`src/pdp_defines.svh`:
```
`ifndef PDP_DEFINES_SVH
`define PDP_DEFINES_SVH
// ==========================================================
// register map
`define PDP_ADDR_CFG 4'h0
`define PDP_ADDR_DLY 4'h1
`define PDP_ADDR_CNT 4'h2
`define PDP_ADDR_STAT 4'h3
`define PDP_ADDR_RXD 4'h4
`define PDP_ADDR_TXD 4'h5
`define PDP_ADDR_LPF 4'h6
// ==========================================================
// configuration fields
`define PDP_CFG_EN 0
`define PDP_CFG_DIR 1
`define PDP_CFG_VID 2
`define PDP_CFG_SUB_LO 3
`define PDP_CFG_SUB_HI 4
`define PDP_CFG_W_LO 5
`define PDP_CFG_W_HI 7
`define PDP_CFG_FS_LO 8
`define PDP_CFG_FS_HI 9
// ==========================================================
// video timing reference codes
`define PDP_PRE0 8'hFF
`define PDP_PRE12 8'h00
`define PDP_XY_F 6
`define PDP_XY_V 5
`define PDP_XY_H 4
// link rate limit: port clock period at least two system clocks
`define PDP_MIN_HALF 2
`endif

```
`src/pdp_pkg.sv`:
```
package pdp_pkg;
  typedef enum logic [1:0] {
    PDP_GP_IN = 2'b00,
    PDP_GP_CAP = 2'b01,
    PDP_GP_OUT = 2'b10
  } pdp_gp_e;
  typedef enum logic [1:0] {
    PDP_V_ACT = 2'b00,
    PDP_V_VBI = 2'b01,
    PDP_V_ALL = 2'b10
  } pdp_vid_e;
  typedef enum logic [2:0] {
    PDP_S_IDLE = 3'b000,
    PDP_S_DLY = 3'b001,
    PDP_S_RUN = 3'b010,
    PDP_S_SYNC = 3'b011,
    PDP_S_VID = 3'b100
  } pdp_state_e;
endpackage

```
`src/pdp_port.sv`:
```
// Local design decisions: strobed register access and the register offsets.
`include "pdp_defines.svh"
// parallel_data_port: general purpose and video modes, one direction at a time
module pdp_port
  import pdp_pkg::*;
(
  input wire logic core_clk,
  input wire logic rst_n,
  input wire logic [3:0] addr,
  input wire logic [15:0] wdata,
  input wire logic wr,
  input wire logic rd,
  output logic [15:0] rdata,
  input wire logic port_input_clock,
  input wire logic [2:0] fs_in,
  output logic [2:0] fs_out,
  output logic [2:0] fs_oe,
  input wire logic [15:0] pd_in,
  output logic [15:0] pd_out,
  output logic pd_oe,
  output logic rx_valid,
  output logic [15:0] rx_word,
  output logic tx_take
);
  // ==========================================================
  // registers
  logic [15:0] port_configuration_r;
  logic [15:0] sync_to_data_delay_r;
  logic [15:0] transfer_count_setting_r;
  logic [15:0] line_period_r;
  logic [15:0] tx_word_r;
  logic [15:0] rdata_r;
  logic [15:0] rx_word_r;
  logic rx_valid_r;
  logic tx_take_r;
  logic [2:0] fs_out_r;
  logic [2:0] fs_oe_r;
  logic [15:0] pd_out_r;
  logic pd_oe_r;
  // ==========================================================
  // synchronisers; first stage feeds only the second
  // one port clock, three sync lines and sixteen data lines cross here
  logic [2:0] clk_s_r;
  logic [2:0] fs_m_r, fs_s_r;
  logic [15:0] pd_m_r, pd_s_r;
  always_ff @(posedge core_clk or negedge rst_n) begin
    if (!rst_n) begin
      clk_s_r <= 3'h0;
      fs_m_r <= 3'h0;
      fs_s_r <= 3'h0;
      pd_m_r <= 16'h0;
      pd_s_r <= 16'h0;
    end else begin
      clk_s_r <= {clk_s_r[1:0], port_input_clock};
      fs_m_r <= fs_in;
      fs_s_r <= fs_m_r;
      pd_m_r <= pd_in;
      pd_s_r <= pd_m_r;
    end
  end
  // port clock edges seen in the core domain; the clock may not exceed half core rate
  wire pclk_rise = clk_s_r[1] & ~clk_s_r[2];
  wire pclk_fall = ~clk_s_r[1] & clk_s_r[2];
  // ==========================================================
  // configuration decode
  wire en = port_configuration_r[`PDP_CFG_EN];
  wire dir_out = port_configuration_r[`PDP_CFG_DIR];
  wire vid = port_configuration_r[`PDP_CFG_VID];
  wire [1:0] sub = port_configuration_r[`PDP_CFG_SUB_HI:`PDP_CFG_SUB_LO];
  wire [2:0] wsel = port_configuration_r[`PDP_CFG_W_HI:`PDP_CFG_W_LO];
  wire [1:0] nfs = port_configuration_r[`PDP_CFG_FS_HI:`PDP_CFG_FS_LO];
  // single direction: output only for gp output submode, or video with dir set
  wire drive_data = en & (vid ? dir_out : (sub == PDP_GP_OUT));
  wire gp_in = en & ~vid & (sub == PDP_GP_IN);
  wire gp_cap = en & ~vid & (sub == PDP_GP_CAP);
  wire gp_out = en & ~vid & (sub == PDP_GP_OUT);
  wire vid_in = en & vid & ~dir_out;
  // ==========================================================
  // width mask: 0 means 8 bits, n means 9+n bits; video uses bit 0 only, 10 bits if set, else 8
  logic [15:0] wmask;
  always_comb begin
    wmask = 16'h00FF;
    if (vid) begin
      wmask = wsel[0] ? 16'h03FF : 16'h00FF;
    end else if (wsel != 3'h0) begin
      wmask = 16'hFFFF >> (3'h7 - wsel);
    end
  end
  wire [15:0] din = pd_s_r & wmask;
  wire [7:0] dv = vid && wsel[0] ? din[9:2] : din[7:0];
  // ==========================================================
  // preamble detector: FF 00 00 XY
  logic [1:0] pre_r;
  logic f_r, v_r, h_r;
  wire xy_now = (pre_r == 2'h3);
  wire in_pre = (pre_r != 2'h0) | (dv == `PDP_PRE0);
  always_ff @(posedge core_clk or negedge rst_n) begin
    if (!rst_n) begin
      pre_r <= 2'h0;
      f_r <= 1'b0;
      v_r <= 1'b1;
      h_r <= 1'b1;
    end else if (pclk_rise && vid_in) begin
      if (dv == `PDP_PRE0 && pre_r != 2'h3) begin
        pre_r <= 2'h1;
      end else if ((pre_r == 2'h1 || pre_r == 2'h2) && dv == `PDP_PRE12) begin
        pre_r <= pre_r + 2'h1;
      end else begin
        pre_r <= 2'h0;
      end
      if (xy_now) begin
        f_r <= dv[`PDP_XY_F];
        v_r <= dv[`PDP_XY_V];
        h_r <= dv[`PDP_XY_H];
      end
    end
  end
  // ==========================================================
  // sequencer
  pdp_state_e st_r, st_nxt;
  logic [15:0] cnt_r, cnt_nxt;
  logic [15:0] lcnt_r, lcnt_nxt;
  logic fs1_d_r;
  wire fs1_rise = fs_s_r[0] & ~fs1_d_r;
  wire out_mode = gp_cap | gp_out;
  wire sav = xy_now & ~dv[`PDP_XY_H];
  wire eav = xy_now & dv[`PDP_XY_H];
  wire f1_start = xy_now & ~dv[`PDP_XY_F] & f_r; // field 2 to field 1
  wire line_end = (cnt_r == line_period_r);
  logic take;
  always_comb begin
    st_nxt = st_r;
    cnt_nxt = cnt_r;
    lcnt_nxt = lcnt_r;
    take = 1'b0;
    case (st_r)
      PDP_S_IDLE: begin
        cnt_nxt = 16'h0;
        lcnt_nxt = 16'h0;
        if (gp_in && fs1_rise) begin
          st_nxt = PDP_S_DLY;
        end else if (out_mode) begin
          st_nxt = PDP_S_RUN;
        end else if (vid_in) begin
          st_nxt = PDP_S_SYNC;
        end
      end
      PDP_S_DLY: begin
        if (cnt_r >= sync_to_data_delay_r) begin
          st_nxt = PDP_S_RUN;
          cnt_nxt = 16'h0;
        end else begin
          cnt_nxt = cnt_r + 16'h1;
        end
      end
      PDP_S_RUN: begin
        if (gp_in) begin
          take = 1'b1;
          cnt_nxt = cnt_r + 16'h1;
          if (cnt_r + 16'h1 >= transfer_count_setting_r) begin
            st_nxt = PDP_S_IDLE;
          end
        end else begin
          // frame timing generator for driven syncs
          take = 1'b1;
          cnt_nxt = line_end ? 16'h0 : cnt_r + 16'h1;
          if (line_end) begin
            lcnt_nxt = (lcnt_r >= transfer_count_setting_r) ? 16'h0 : lcnt_r + 16'h1;
          end
        end
      end
      PDP_S_SYNC: begin
        if (f1_start) begin
          st_nxt = PDP_S_VID;
        end
      end
      PDP_S_VID: begin
        // three video submodes share one decoder
        case (sub)
          PDP_V_ACT: take = ~v_r & ~h_r & ~in_pre & ~xy_now;
          PDP_V_VBI: take = v_r & ~in_pre & ~xy_now;
          default: take = 1'b1;
        endcase
        if (sub == PDP_V_ACT && eav && !v_r) begin
          lcnt_nxt = lcnt_r + 16'h1;
          if (lcnt_r + 16'h1 >= transfer_count_setting_r) begin
            st_nxt = PDP_S_SYNC;
            lcnt_nxt = 16'h0;
          end
        end
        if (sav) begin
          cnt_nxt = 16'h0;
        end
      end
      default: st_nxt = PDP_S_IDLE;
    endcase
    if (!en) begin
      st_nxt = PDP_S_IDLE;
    end
  end
  always_ff @(posedge core_clk or negedge rst_n) begin
    if (!rst_n) begin
      st_r <= PDP_S_IDLE;
      cnt_r <= 16'h0;
      lcnt_r <= 16'h0;
      fs1_d_r <= 1'b0;
    end else if (pclk_rise || !en) begin
      st_r <= st_nxt;
      cnt_r <= cnt_nxt;
      lcnt_r <= lcnt_nxt;
      fs1_d_r <= fs_s_r[0];
    end
  end
  // ==========================================================
  // data capture towards memory side
  wire cap_now = pclk_rise & take & ~drive_data & en;
  always_ff @(posedge core_clk or negedge rst_n) begin
    if (!rst_n) begin
      rx_valid_r <= 1'b0;
      rx_word_r <= 16'h0;
    end else begin
      rx_valid_r <= cap_now;
      if (cap_now) begin
        rx_word_r <= din;
      end
    end
  end
  // ==========================================================
  // driven side: updated on falling port clock so the partner samples mid-cycle
  wire hs_n = ~(cnt_r == 16'h0);
  wire vs_n = ~(lcnt_r == 16'h0);
  wire [2:0] fs_gen = {~(hs_n | vs_n), vs_n, hs_n};
  // frame capture always needs hsync and vsync, whatever the sync count says
  wire [2:0] fs_cnt = (nfs == 2'h0) ? 3'b001 : (nfs == 2'h1) ? 3'b011 : 3'b111;
  wire [2:0] fs_use = gp_cap ? 3'b011 : fs_cnt;
  wire [2:0] oe_nxt = out_mode ? fs_use : 3'h0;
  always_ff @(posedge core_clk or negedge rst_n) begin
    if (!rst_n) begin
      fs_out_r <= 3'h0;
      fs_oe_r <= 3'h0;
      pd_out_r <= 16'h0;
      pd_oe_r <= 1'b0;
      tx_take_r <= 1'b0;
    end else begin
      fs_oe_r <= oe_nxt;
      pd_oe_r <= drive_data;
      tx_take_r <= 1'b0;
      if (pclk_fall) begin
        fs_out_r <= fs_gen & oe_nxt;
        if (drive_data) begin
          pd_out_r <= tx_word_r & wmask;
          tx_take_r <= 1'b1;
        end
      end
    end
  end
  // ==========================================================
  // register port
  wire [15:0] stat = {10'h0, f_r, v_r, h_r, st_r};
  logic [15:0] rd_mux;
  always_comb begin
    case (addr)
      `PDP_ADDR_CFG: rd_mux = port_configuration_r;
      `PDP_ADDR_DLY: rd_mux = sync_to_data_delay_r;
      `PDP_ADDR_CNT: rd_mux = transfer_count_setting_r;
      `PDP_ADDR_STAT: rd_mux = stat;
      `PDP_ADDR_RXD: rd_mux = rx_word_r;
      `PDP_ADDR_TXD: rd_mux = tx_word_r;
      `PDP_ADDR_LPF: rd_mux = line_period_r;
      default: rd_mux = 16'h0;
    endcase
  end
  always_ff @(posedge core_clk or negedge rst_n) begin
    if (!rst_n) begin
      port_configuration_r <= 16'h0;
      sync_to_data_delay_r <= 16'h0;
      transfer_count_setting_r <= 16'h0;
      line_period_r <= 16'h0;
      tx_word_r <= 16'h0;
      rdata_r <= 16'h0;
    end else begin
      rdata_r <= rd ? rd_mux : 16'h0;
      if (wr) begin
        case (addr)
          `PDP_ADDR_CFG: port_configuration_r <= wdata;
          `PDP_ADDR_DLY: sync_to_data_delay_r <= wdata;
          `PDP_ADDR_CNT: transfer_count_setting_r <= wdata;
          `PDP_ADDR_TXD: tx_word_r <= wdata;
          `PDP_ADDR_LPF: line_period_r <= wdata;
          default: ;
        endcase
      end
    end
  end
  assign rdata = rdata_r;
  assign rx_valid = rx_valid_r;
  assign rx_word = rx_word_r;
  assign tx_take = tx_take_r;
  assign fs_out = fs_out_r;
  assign fs_oe = fs_oe_r;
  assign pd_out = pd_out_r;
  assign pd_oe = pd_oe_r;
  // ==========================================================
  // checks
  idle_when_off_a: assert property (@(posedge core_clk) disable iff (!rst_n)
    !en |=> st_r == PDP_S_IDLE) else $error("not idle while disabled");
  one_dir_a: assert property (@(posedge core_clk) disable iff (!rst_n)
    pd_oe |-> !rx_valid) else $error("both directions active");
  cap_edge_a: assert property (@(posedge core_clk) disable iff (!rst_n)
    rx_valid |-> $past(pclk_rise)) else $error("capture off port edge");
  width_a: assert property (@(posedge core_clk) disable iff (!rst_n)
    rx_valid |-> (rx_word & ~wmask) == 16'h0) else $error("unused lines captured");
  cap_syncs_a: assert property (@(posedge core_clk) disable iff (!rst_n)
    gp_cap |=> fs_oe == 3'b011) else $error("capture syncs wrong");
  fs_in_mode_a: assert property (@(posedge core_clk) disable iff (!rst_n)
    gp_in |=> fs_oe == 3'h0) else $error("sync driven in input mode");
  wait_sync_a: assert property (@(posedge core_clk) disable iff (!rst_n)
    st_r == PDP_S_SYNC && vid_in |-> !cap_now) else $error("data before field one");
  pre_drop_a: assert property (@(posedge core_clk) disable iff (!rst_n)
    cap_now && vid && sub == PDP_V_ACT |-> !xy_now && !in_pre) else $error("code stored");
  cnt_end_a: assert property (@(posedge core_clk) disable iff (!rst_n)
    st_r == PDP_S_RUN && gp_in && pclk_rise && cnt_r + 16'h1 >= transfer_count_setting_r
    |=> st_r == PDP_S_IDLE) else $error("count overrun");
  cv_gp_in_c: cover property (@(posedge core_clk) gp_in && cap_now);
  cv_vid_c: cover property (@(posedge core_clk) st_r == PDP_S_VID && cap_now);
  cv_out_c: cover property (@(posedge core_clk) tx_take);
endmodule

```
`config.mk`:
```
export PLATFORM = sky130hd
export DESIGN_NAME = pdp_port
export DESIGN_NICKNAME = d
export VERILOG_FILES = /design/src/pdp_pkg.sv /design/src/pdp_port.sv
export VERILOG_INCLUDE_DIRS = /design/src /design/src/src
export SDC_FILE = /design/constraint.sdc
export NUM_CORES = 1
export LEC_CHECK = 0
export BUFFER_PORTS_ARGS = -buffer_cell sky130_fd_sc_hd__clkbuf_2
export CORE_AREA = 3 3 106 210
export CTS_BUF_LIST = sky130_fd_sc_hd__clkbuf_8
export CTS_CLUSTER_DIAMETER = 60
export DETAILED_ROUTE_END_ITERATION = 8
export DIE_AREA = 0 0 109 213
export GPL_TIMING_DRIVEN = 0
export PLACE_DENSITY = 0.74
export SYNTH_ARGS = -nofsm -noshare
export SYNTH_HDL_FRONTEND = slang
export SYNTH_SLANG_ARGS = --single-unit
export TNS_END_PERCENT = 50
```
`constraint.sdc`:
```
create_clock -name core_clk -period 3.9 [get_ports core_clk]
set_clock_uncertainty 0.2 [all_clocks]
set_input_delay 0.585 -clock core_clk [delete_from_list [all_inputs] [get_ports core_clk]]
set_output_delay 0.585 -clock core_clk [all_outputs]
set_load 0.02 [all_outputs]
```
==> results of run 1 <==
-- cell type report --
type | count | area share
buffer | 39 | 0.0145
antenna | 1 | 0.000193
sequential | 215 | 0.416
multi-input combinational | 691 | 0.412
timing repair buffer | 125 | 0.0615
clock buffer | 40 | 0.0425
tap | 269 | 0.0260
inverter | 51 | 0.0148
clock inverter | 15 | 0.0130
-- power by group through the flow --
stage | combinational [mW] | sequential [mW] | clock, mW
2_1_floorplan | 0.831 | 2.86 | 0
5_1_grt | 1.60 | 2.87 | 2.17
4_1_cts | 1.46 | 2.83 | 2.07
3_3_place_gp | 1.35 | 2.85 | 0
3_5_place_dp | 1.40 | 2.87 | 0
6_report | 1.45 | 2.83 | 2.05
-- through the flow --
step / hold WS [ps] / setup TNS, ps / instance area, sq um
floorplan: 89.4 / 0 / 11000
global placement: 132 / -446120 / 11800
detailed placement: 135 / -15750 / 11900
CTS: 91.4 / 0 / 12900
global route: 115 / 0 / 13000
finish: 111 / 0 / 13000
-- worst paths after layout --
| check | endpoint | slack [ps] |
|---|---|---|
| min in group asynchronous | pd_out[12] | 350 |
| setup / recovery | st_r[0] | 110 |
| max in group asynchronous | v_r | 1950 |
| setup reg to reg | st_r[0] | 110 |
| hold reg to reg | pd_s_r[4] | 140 |
| hold / removal | tx_word_r[11] | 110 |
-- placed cells by master, fill, tap and decap left out, types with 6 or more instances in the layout --
cell type,instances
sky130_fd_sc_hd__nand2_1,111
sky130_fd_sc_hd__nor3_1,21
sky130_fd_sc_hd__a21oi_1,19
sky130_fd_sc_hd__dlygate4sd3_1,19
sky130_fd_sc_hd__a31oi_1,18
sky130_fd_sc_hd__nor2b_1,13
sky130_fd_sc_hd__mux2_2,94
sky130_fd_sc_hd__a22o_1,8
sky130_fd_sc_hd__o21ai_0,37
sky130_fd_sc_hd__buf_4,11
sky130_fd_sc_hd__nor2_1,18
sky130_fd_sc_hd__nand4_1,13
sky130_fd_sc_hd__a211oi_1,6
sky130_fd_sc_hd__inv_1,57
sky130_fd_sc_hd__clkbuf_1,29
sky130_fd_sc_hd__nand3_1,20
sky130_fd_sc_hd__dfrtp_1,210
sky130_fd_sc_hd__o211ai_1,6
sky130_fd_sc_hd__o21bai_1,9
sky130_fd_sc_hd__a22oi_1,45
sky130_fd_sc_hd__a21o_1,13
sky130_fd_sc_hd__clkbuf_2,94
sky130_fd_sc_hd__xnor2_1,32
sky130_fd_sc_hd__nand2b_1,25
sky130_fd_sc_hd__ha_1,69
sky130_fd_sc_hd__and3_1,7
sky130_fd_sc_hd__mux2i_1,10
sky130_fd_sc_hd__xor2_1,10
sky130_fd_sc_hd__o21a_1,7
sky130_fd_sc_hd__clkbuf_8,41
-- what timing repair did --
item | 4_1_cts | 5_1_grt
pin swaps | 4 | 3
cloned | 0 | 0
hold buffers | 19 | 0
buffers inserted | 8 | 1
endpoints found under the hold margin | 70 | 0
endpoints found under the setup margin | 19 | 18
resized for setup | 28 | 9
-- cells by family after synthesis --
kind of cell | Yosys count | synth area share
and+or+nand+nor | 277 | 0.128
buffers and inverters | 93 | 0.0354
xor gates and xnor gates | 43 | 0.0343
AOI/OAI and AO/OA | 197 | 0.126
DFF | 215 | 0.491
muxes | 104 | 0.106
adders and majority gates | 70 | 0.0798
-- worst reg2reg max path, delay by kind of cell (launching register included) --
kind            cells  cell delay (ps)
fa+ha+maj           1              310
simple gates        8             1670
compound gates      4              930
xor+xnor            1               60
buf+inv             1              140
flops               1              420
-- routing by layer --
metal | vias to the layer above | global-route usage | routed length (um)
li1 | 3904 | - | -
met1 | 4167 | 0.273 | 10200
met2 | 279 | 0.497 | 16800
met3 | 117 | 0.0257 | 1130
met4 | 0 | 0.215 | 2720
met5 | - | 0 | 0
==> impl_metrics.csv, run 1 <==
group,metric,value,unit
logic_synthesis,synth-seq-area-share,0.491,
place,io_buffer_count,95,
critical_path,timing.critical_path.max_delay_family,"simple AND/OR/NAND/NOR gates",
global_routing,global_route_wire_length_before_repair,48.0,mm
routing,initialDrtViolationCount,519,
pwr,cellPowerDensity,489,nW/um^2
clock_network,clock-root-buffer,"sky130_fd_sc_hd__clkbuf_8",
floorplan,coreArea,20900,sq um
logic_synthesis,synth_enable_flop_cells,0,
clock_network,cts_tree,"yes",
logic_synthesis,syn_nets,1113,
logic_synthesis,synth_common_cells,"sky130_fd_sc_hd__dfrtp_1 (213), sky130_fd_sc_hd__nand2_1 (113), sky130_fd_sc_hd__mux2_2 (94), sky130_fd_sc_hd__ha_1 (70), sky130_fd_sc_hd__inv_1 (50)",
routing,final_antenna_net_count,0,
pwr,power.net_switching,2.01,mW
global_routing,grt_overflow_total,0,
critical_path,timing.rr.start,"lcnt_r[1]",
sta,finalCritPeriodShare,0.972,
worst_hold_path,number_of_instances_on_the_worst_hold_path,2,
logic_synthesis,synthArstFlopShare,1.00,
cells_and_area,final-instance-count-excl-fill,1446,
global_routing,grt_antenna_before_repair,1,
critical_path,worst_setup_path_startpoint,"lcnt_r[1]",
clock_network,cts.reportedPaths.clkPinSlew,70,ps
pwr,ir_drop,0.311,mV
critical_path,crit_arrival,4100,ps
logic_synthesis,yosys-top-cells-area,"sky130_fd_sc_hd__dfrtp_1 (49%), sky130_fd_sc_hd__mux2_2 (9.6%), sky130_fd_sc_hd__ha_1 (8.0%), sky130_fd_sc_hd__nand2_1 (3.9%), sky130_fd_sc_hd__a22oi_1 (3.1%)",
sta,hold_violations,0,
status,outcome,"complete, no violations",
pwr,leakagePower,6.13,nW
cells_and_area,utilization,0.619,
critical_path,criticalPathCategory,"reg2reg",
cells_and_area,final-seq-area,5390,sq um
place,place.detailed.instances,1365,
sta,rsz_0062_raised_after_global_routing,"false",
worst_hold_path,holdCritPathClass,"in2reg",
sta,timing.final.crit_period,3790,ps
sta,slew-limit-headroom,0.103,
critical_path,critical_path.max_stage_delay,590,ps
critical_path,critical_path.max_fanout,6,
logic_synthesis,synth_area_leader_cell,"sky130_fd_sc_hd__dfrtp_1",
floorplan,floorplan.die.width,109,um
place,gp_congestion,0.918,
pwr,p_int,4.32,mW
logic_synthesis,syn_inst,999,
floorplan,std_cell_rows,75,
logic_synthesis,yosysWarnings,0,
pwr,combinational_fraction_of_design_power,0.229,
clock_network,clock_insertion_delay_worst_skew,570,ps
pwr,power_frac_clock,0.323,
critical_path,worst-path-buf-inv,1,
clock_network,cts_max_level,1,
routing,drt_pre_antenna_iters,5,
logic_synthesis,post_synth_instance_area,11000,sq um
floorplan,die_area,23200,sq um
worst_hold_path,holdCritStartpoint,"wdata[11]",
sta,timing_worst_slew_pin_value,1330,ps
routing,detail_route.wirelength,30.9,mm
pwr,pwr-share-seq,0.447,
floorplan,initial_utilization,0.524,
routing,drt-wirelength-per-cell,21.3,um
routing,vias,8467,
place,dp_slack,-964,ps
logic_synthesis,post_synth_num_cell_types,63,
critical_path,critical_path.startpoint_type,"register",
critical_path,critPathSlowestCell,"sky130_fd_sc_hd__or4b_4",
pwr,power,6.33,mW
place,detailedPlacementHpwl,24.1,mm
sta,setup_ws,109,ps
logic_synthesis,synth_top_area_frac,0.486,
logic_synthesis,count_leader_synth,"sky130_fd_sc_hd__dfrtp_1",
clock_network,clock_buffer_count_from_cts,30,
clock_network,cts.path.max_buffers,3,
pwr,swShare,0.318,
sta,setup_viol_count_final,0,
flow_run,maxCapViolCount,0,
cells_and_area,multiInputGateArea,5340,sq um
critical_path,crit_chain,"buf_4 -> nand2_2 -> nor2_2 -> and3_4 -> and3_4 -> and3_4 -> xor2_1 -> ha_1 -> nand2_1 -> nor2_4 -> o2111ai_2 -> o41ai_4 -> or4b_4 -> a2111oi_4 -> a311o_1",
cells_and_area,area.growth.synth_to_final,18.2,%
floorplan,pin_count,101,
cells_and_area,layout-drive-gt1-share,0.250,
logic_synthesis,postSynth.topFlopCell,"sky130_fd_sc_hd__dfrtp_1",
floorplan,dieHeight,213,um
cells_and_area,final_net_count,1267,
routing,route.detailed.vias_per_inst,5.86,
clock_network,cts.sinks,215,
critical_path,worst_path_most_repeated_cell,"sky130_fd_sc_hd__and3_4",
sta,drv_slew,0,
critical_path,timing.critical_path.required,4210,ps
critical_path,critical_path_cell_count,15,
routing,post-route-drc-count,0,
global_routing,grt_max_degree,86,
global_routing,groute.usage.overall,0.272,
logic_synthesis,synth_seq_cells,215,
logic_synthesis,synth_area_per_cell,11.0,sq um
critical_path,critPathCaptureType,"register",
global_routing,grt_pass1_vias,8740,
sta,maxClockFrequency,0.264,GHz
cells_and_area,layout.filler_cells,1727,
critical_path,worst_r2r_path_depth,15,
No activity file was read; power rests on OpenSTA's default activity.
==> run 2: changes to the inputs <==
--- a/config.mk
+++ b/config.mk
@@ -7,13 +7,13 @@
 export NUM_CORES = 1
 export LEC_CHECK = 0
 export BUFFER_PORTS_ARGS = -buffer_cell sky130_fd_sc_hd__clkbuf_2
-export CORE_AREA = 3 3 106 210
+export CORE_AREA = 3 3 122 241
 export CTS_BUF_LIST = sky130_fd_sc_hd__clkbuf_8
 export CTS_CLUSTER_DIAMETER = 60
 export DETAILED_ROUTE_END_ITERATION = 8
-export DIE_AREA = 0 0 109 213
+export DIE_AREA = 0 0 125 244
 export GPL_TIMING_DRIVEN = 0
-export PLACE_DENSITY = 0.74
+export REMOVE_ABC_BUFFERS = 1
 export SYNTH_ARGS = -nofsm -noshare
 export SYNTH_HDL_FRONTEND = slang
 export SYNTH_SLANG_ARGS = --single-unit
==> constraint.sdc (replaced) <==
create_clock -name core_clk -period 3.9 [get_ports core_clk]
set_clock_uncertainty 0.2 [all_clocks]
set_input_delay 0.585 -clock core_clk [delete_from_list [all_inputs] [get_ports core_clk]]
set_output_delay 0.585 -clock core_clk [all_outputs]
set_load 0.05 [all_outputs]
==> run 2 against run 1 <==
  * Worst hold slack better by 37 ps
  * Highest routed layer is now met5
  * First-iteration DRC count is 8.1% lower
  * Largest power group unchanged
  * Critical path depth is 2 higher
  * Register-to-register slack hardly changed
  * Via count is 2.8% lower
  * Count of clock-buffer cells in the layout is 1 lower
  * Combinational power is 8% higher
  * Global-route usage is 7.1 points lower
==> impl_metrics.csv, run 2 (same netlist as run 1, synthesis figures left out) <==
group,metric,value,unit
cells_and_area,postLayoutCellArea,13000,sq um
place,place_area,11900,sq um
floorplan,coreArea,27800,sq um
pwr,ir_drop,0.316,mV
pwr,swShare,0.338,
critical_path,worst_path_most_repeated_cell,"sky130_fd_sc_hd__and3_4",
global_routing,global_route_wire_length_before_repair,48.4,mm
clock_network,cts.reportedPaths.clkPinSlew,60,ps
floorplan,floorplan.die.width,125,um
place,detailedPlacementHpwl,23.2,mm
sta,rsz_0062_raised_after_global_routing,"true",
clock_network,clock_buffer_count_from_cts,34,
clock_network,clock-root-buffer,"sky130_fd_sc_hd__clkbuf_8",
floorplan,initial_utilization,0.395,
cells_and_area,area.growth.synth_to_final,18.9,%
clock_network,cts_tree,"yes",
critical_path,critical_path.startpoint_type,"register",
sta,setup_viol_count_final,0,
clock_network,cts_max_level,2,
floorplan,die_area,30500,sq um
critical_path,critical_path.max_fanout,14,
routing,route.detailed.vias_per_inst,5.46,
routing,vias,8233,
sta,slew-limit-headroom,0.163,
sta,finalCritPeriodShare,0.972,
critical_path,crit_arrival,4030,ps
critical_path,critPathSlowestCell,"sky130_fd_sc_hd__a2111oi_2",
routing,final_antenna_net_count,0,
critical_path,worst-path-buf-inv,3,
flow_run,maxCapViolCount,0,
routing,post-route-drc-count,0,
routing,initialDrtViolationCount,477,
sta,timing.final.crit_period,3790,ps
routing,drt-wirelength-per-cell,20.3,um
pwr,leakagePower,6.14,nW
critical_path,critical_path.max_stage_delay,480,ps
critical_path,critPathCaptureType,"register",
worst_hold_path,holdCritPathClass,"reg2reg",
sta,tns,0,ps
global_routing,grt_antenna_before_repair,2,
routing,drt_pre_antenna_iters,5,
cells_and_area,layout.cells.most_common_list,"sky130_fd_sc_hd__dfrtp_1 (209), sky130_fd_sc_hd__nand2_1 (112), sky130_fd_sc_hd__clkbuf_2 (97)",
sta,drv_slew,0,
place,io_buffer_count,98,
routing,detail_route.wirelength,30.7,mm
status,outcome,"complete, no violations",
global_routing,grt_max_degree,89,
sta,timing_worst_slew_pin_value,1250,ps
floorplan,dieHeight,244,um
cells_and_area,mostFrequentLayoutCell,"sky130_fd_sc_hd__dfrtp_1",
global_routing,groute.usage.overall,0.201,
critical_path,timing.critical_path.required,4140,ps
pwr,cellPowerDensity,500,nW/um^2
place,gp_congestion,0.925,
cells_and_area,final_net_count,1245,
pwr,power,6.52,mW
global_routing,grt_overflow_total,0,
pwr,p_int,4.32,mW
clock_network,cts.sinks,215,
cells_and_area,layout-drive-gt1-share,0.266,
critical_path,timing.critical_path.max_delay_family,"simple AND/OR/NAND/NOR gates",
sta,maxClockFrequency,0.264,GHz
pwr,combinational_fraction_of_design_power,0.238,
critical_path,crit_chain,"nand3_4 -> nor2_4 -> and3_4 -> and3_4 -> and3_4 -> xor2_1 -> ha_1 -> nand2_1 -> nor2_4 -> buf_4 -> a2111oi_2 -> o41ai_4 -> buf_4 -> and3_4 -> nor2_4 -> buf_12 -> a22o_1",
critical_path,criticalPathCategory,"reg2reg",
pwr,power_frac_clock,0.320,
floorplan,std_cell_rows,86,
global_routing,grt_pass1_vias,8677,
clock_network,clock_insertion_delay_worst_skew,510,ps
floorplan,pin_count,101,
clock_network,cts.path.max_buffers,3,
pwr,pwr-share-seq,0.442,
sta,hold_violations,0,
pwr,power.net_switching,2.21,mW
-- run 2: cell count changes in the layout (fill, tap and decap cells not counted), sizes merged --
cell,previous run,this run
clkinv,4,10
clkbuf,165,137
buf,20,21
inv,57,58
-- run 2: timing repair --
item                       CTS  global route
cloned                       0             0
setup buffers                9             1
hold endpoints to repair    63             0
hold buffers                19             0
resized for setup           26             7
setup endpoints to repair   19            13
pin swaps                    5             3
-- run 2: final cells by class --
type	count	area (sq um)
fillers	2658	14700
flip-flops and latches	215	5390
multi-input cells	691	5360
repair buffers	138	922
clock buffers	39	537
well taps	352	440
clock inverters	22	206
inverters	51	191
diodes	1	2.50
-- run 2: power by group through the flow --
stage | Sequential, mW | Clock (mW) | Combinational (mW)
2_1_floorplan | 3.08 | 0 | 0.763
3_3_place_gp | 2.90 | 0 | 1.45
3_5_place_dp | 2.92 | 0 | 1.50
4_1_cts | 2.88 | 2.15 | 1.57
5_1_grt | 2.92 | 2.25 | 1.71
6_report | 2.88 | 2.09 | 1.56
-- run 2: path summary, 6_finish.rpt --
check | cells past startpoint | slack (ps) | endpoint | start
hold reg to reg | 0 | 150 | pd_s_r[0] | pd_m_r[0]
hold / removal | 0 | 150 | pd_s_r[0] | pd_m_r[0]
setup reg to reg | 17 | 110 | lcnt_r[2] | lcnt_r[3]
min in group asynchronous | 2 | 360 | rx_valid | rst_n
max in group asynchronous | 4 | 1900 | rdata[11] | rst_n
setup / recovery | 17 | 110 | lcnt_r[2] | lcnt_r[3]
-- run 2: metrics by stage --
step	utilization	hold slack [ps]	worst slack, ps	std cells
2_1_floorplan	-	89.4	201	957
5_1_grt	0.470	153	-93.4	1509
4_1_cts	0.468	148	7.98	1507
6_report	0.470	148	108	1509
3_3_place_gp	0.422	133	-2200	1407
3_5_place_dp	0.428	135	-1530	1418
-- run 2: routing by layer --
metal / GRT usage / routed length, um / share of wire
met3: 0.0223 / 1060 / 0.034
met4: 0.113 / 1850 / 0.060
met2: 0.384 / 17000 / 0.55
met1: 0.210 / 10800 / 0.35
met5: 0 / 11 / 0.00036
-- run 2: worst reg2reg max path, cell delays in order (launching register included) --
cell and delay (ps):
sky130_fd_sc_hd__dfrtp_2 410, sky130_fd_sc_hd__nand3_4 120, sky130_fd_sc_hd__nor2_4 130, sky130_fd_sc_hd__and3_4 220
sky130_fd_sc_hd__and3_4 230, sky130_fd_sc_hd__and3_4 210, sky130_fd_sc_hd__xor2_1 150, sky130_fd_sc_hd__ha_1 260
sky130_fd_sc_hd__nand2_1 130, sky130_fd_sc_hd__nor2_4 60, sky130_fd_sc_hd__buf_4 130, sky130_fd_sc_hd__a2111oi_2 480
sky130_fd_sc_hd__o41ai_4 160, sky130_fd_sc_hd__buf_4 170, sky130_fd_sc_hd__and3_4 230, sky130_fd_sc_hd__nor2_4 160
sky130_fd_sc_hd__buf_12 150, sky130_fd_sc_hd__a22o_1 130
==> run 3: changes to the inputs <==
==> constraint.sdc (replaced) <==
create_clock -name core_clk -period 4.6 [get_ports core_clk]
set_clock_uncertainty 0.2 [all_clocks]
set_input_delay 0.69 -clock core_clk [delete_from_list [all_inputs] [get_ports core_clk]]
set_output_delay 0.69 -clock core_clk [all_outputs]
set_load 0.05 [all_outputs]
==> run 3 against run 2 <==
  * Maximum frequency shrank 12%
  * Count of clock-buffer cells in the layout is the same
  * Register-to-register slack gained 180 ps
  * Die area is the same
  * Design area shrank 2.4%
  * Worst setup slack gained 180 ps
  * Sequential share of layout area grew 1.0 points
  * Final cell count shrank 1.7%
  * Via count shrank 0.89%
  * Clock power shrank 15%
  * Critical path depth shrank 2
==> impl_metrics.csv, run 3 (same netlist as run 1, synthesis figures left out) <==
group,metric,value,unit
critical_path,critical_path.max_fanout,6,
floorplan,std_cell_rows,86,
sta,drv_slew,0,
routing,drt_pre_antenna_iters,5,
clock_network,clock-root-buffer,"sky130_fd_sc_hd__clkbuf_8",
critical_path,criticalPathCategory,"reg2reg",
flow_run,maxCapViolCount,0,
cells_and_area,layout.filler_cells,2676,
global_routing,grt_pass1_vias,8554,
global_routing,groute.usage.overall,0.199,
clock_network,cts.path.max_buffers,3,
floorplan,die_area,30500,sq um
critical_path,critical_path.startpoint_type,"register",
cells_and_area,final_net_count,1220,
status,outcome,"complete, no violations",
global_routing,grt_max_degree,89,
sta,rsz_0062_raised_after_global_routing,"false",
pwr,leakagePower,6.03,nW
routing,m1WireLength,10.6,mm
floorplan,dieHeight,244,um
floorplan,coreArea,27800,sq um
clock_network,clock_buffer_count_from_cts,34,
clock_network,cts.sinks,215,
global_routing,global_route_wire_length_before_repair,48.0,mm
floorplan,pin_count,101,
place,detailedPlacementHpwl,23.2,mm
routing,vias,8160,
global_routing,grt_antenna_before_repair,2,
critical_path,timing.critical_path.required,4850,ps
pwr,power,5.50,mW
cells_and_area,layout.cells.most_common_list,"sky130_fd_sc_hd__dfrtp_1 (211), sky130_fd_sc_hd__nand2_1 (113), sky130_fd_sc_hd__clkbuf_2 (97)",
clock_network,cts.reportedPaths.clkPinSlew,60,ps
critical_path,crit_arrival,4550,ps
sta,timing_worst_slew_pin_value,1280,ps
place,io_buffer_count,98,
routing,met3_wirelength,1.11,mm
clock_network,cts_tree,"yes",
clock_network,clock_insertion_delay_worst_skew,520,ps
global_routing,grt_overflow_total,0,
sta,timing.final.crit_period,4310,ps
routing,initialDrtViolationCount,429,
routing,detail_route.wirelength,30.3,mm
cells_and_area,layout-drive-gt1-share,0.255,
routing,route.detailed.vias_per_inst,5.50,
routing,top_routing_layer_in_use,"met5",
pwr,ir_drop,0.266,mV
sta,slew-limit-headroom,0.148,
floorplan,initial_utilization,0.395,
cells_and_area,mostFrequentLayoutCell,"sky130_fd_sc_hd__dfrtp_1",
routing,drt-wirelength-per-cell,20.4,um
sta,hold_violations,0,
place,gp_congestion,0.925,
routing,detailroute.wirelength.met2,16.8,mm
routing,final_antenna_net_count,0,
sta,finalCritPeriodShare,0.936,
sta,tns,0,ps
sta,setup_viol_count_final,0,
sta,maxClockFrequency,0.232,GHz
pwr,cellPowerDensity,432,nW/um^2
critical_path,critPathCaptureType,"register",
clock_network,cts_max_level,2,
worst_hold_path,holdCritPathClass,"in2reg",
routing,post-route-drc-count,0,
floorplan,floorplan.die.width,125,um
cells_and_area,area.growth.synth_to_final,16.0,%
## run 3: routing by layer
layer  vias to the layer above  GRT usage
li1                       3819          -
met1                      4033      0.208
met2                       219      0.381
met3                        87     0.0221
met4                         2      0.111
met5                         -          0
## run 3: what timing repair did
item                       in CTS  in global routing
hold endpoints to repair       45                  0
setup buffers                   2                  1
pin swaps                       1                  1
hold buffers                    1                  0
setup endpoints to repair      18                 13
resized for setup               9                  4
## run 3: through the flow
step           hold WS [ps]  area [sq um]  worst slack [ps]  utilization  cells
3_5_place_dp            135         11900              -828        0.428   1418
5_1_grt                56.7         12700              15.8        0.459   1484
6_report               79.7         12700               292        0.459   1484
3_3_place_gp            133         11700             -1600        0.422   1407
2_1_floorplan           131         10800               901            -    957
4_1_cts                51.0         12700              30.6        0.457   1482
## run 3: worst paths after layout
kind                            depth (start not counted)  startpoint         to  slack, ps
worst max register to register                         15   lcnt_r[3]    st_r[0]        290
worst min-delay path                                    1    pd_in[8]  pd_m_r[8]         80
worst max-delay path                                   15   lcnt_r[3]    st_r[0]        290
worst min register to register                          0   pd_m_r[0]  pd_s_r[0]        150
min in group asynchronous                               2       rst_n   rx_valid        460
max in group asynchronous                               4       rst_n  rdata[11]       2510
## run 3: power breakdown
| part | internal (mW) | switching (mW) | total, mW |
|---|---|---|---|
| sequential | 2.15 | 0.288 | 2.44 |
| clock | 1.01 | 0.764 | 1.77 |
| combinational | 0.479 | 0.812 | 1.29 |
| total | 3.64 | 1.86 | 5.50 |
## run 3: cell type report
cell class / count / area [sq um] / area share
Timing Repair Buffer: 113 / 689 / 0.0542
Tap cell: 352 / 440 / 0.0346
Multi-Input combinational cell: 691 / 5280 / 0.415
Inverter: 51 / 191 / 0.0150
Clock inverter: 22 / 206 / 0.0162
Sequential cell: 215 / 5390 / 0.423
Antenna cell: 1 / 2.50 / 0.000197
Clock buffer: 39 / 537 / 0.0422
## run 3: worst max-delay path, cell delays in order, from the launching register on
cell and delay, ps:
sky130_fd_sc_hd__dfrtp_2 480, sky130_fd_sc_hd__nand3_1 190, sky130_fd_sc_hd__nor2_2 180, sky130_fd_sc_hd__and3_1 290
sky130_fd_sc_hd__and3_2 290, sky130_fd_sc_hd__nand3_1 160, sky130_fd_sc_hd__xnor2_1 180, sky130_fd_sc_hd__ha_1 310
sky130_fd_sc_hd__nand2_1 70, sky130_fd_sc_hd__nor2_2 220, sky130_fd_sc_hd__o2111ai_1 200, sky130_fd_sc_hd__o41ai_4 340
sky130_fd_sc_hd__buf_4 180, sky130_fd_sc_hd__or4b_4 520, sky130_fd_sc_hd__a2111oi_4 290, sky130_fd_sc_hd__a311o_1 150
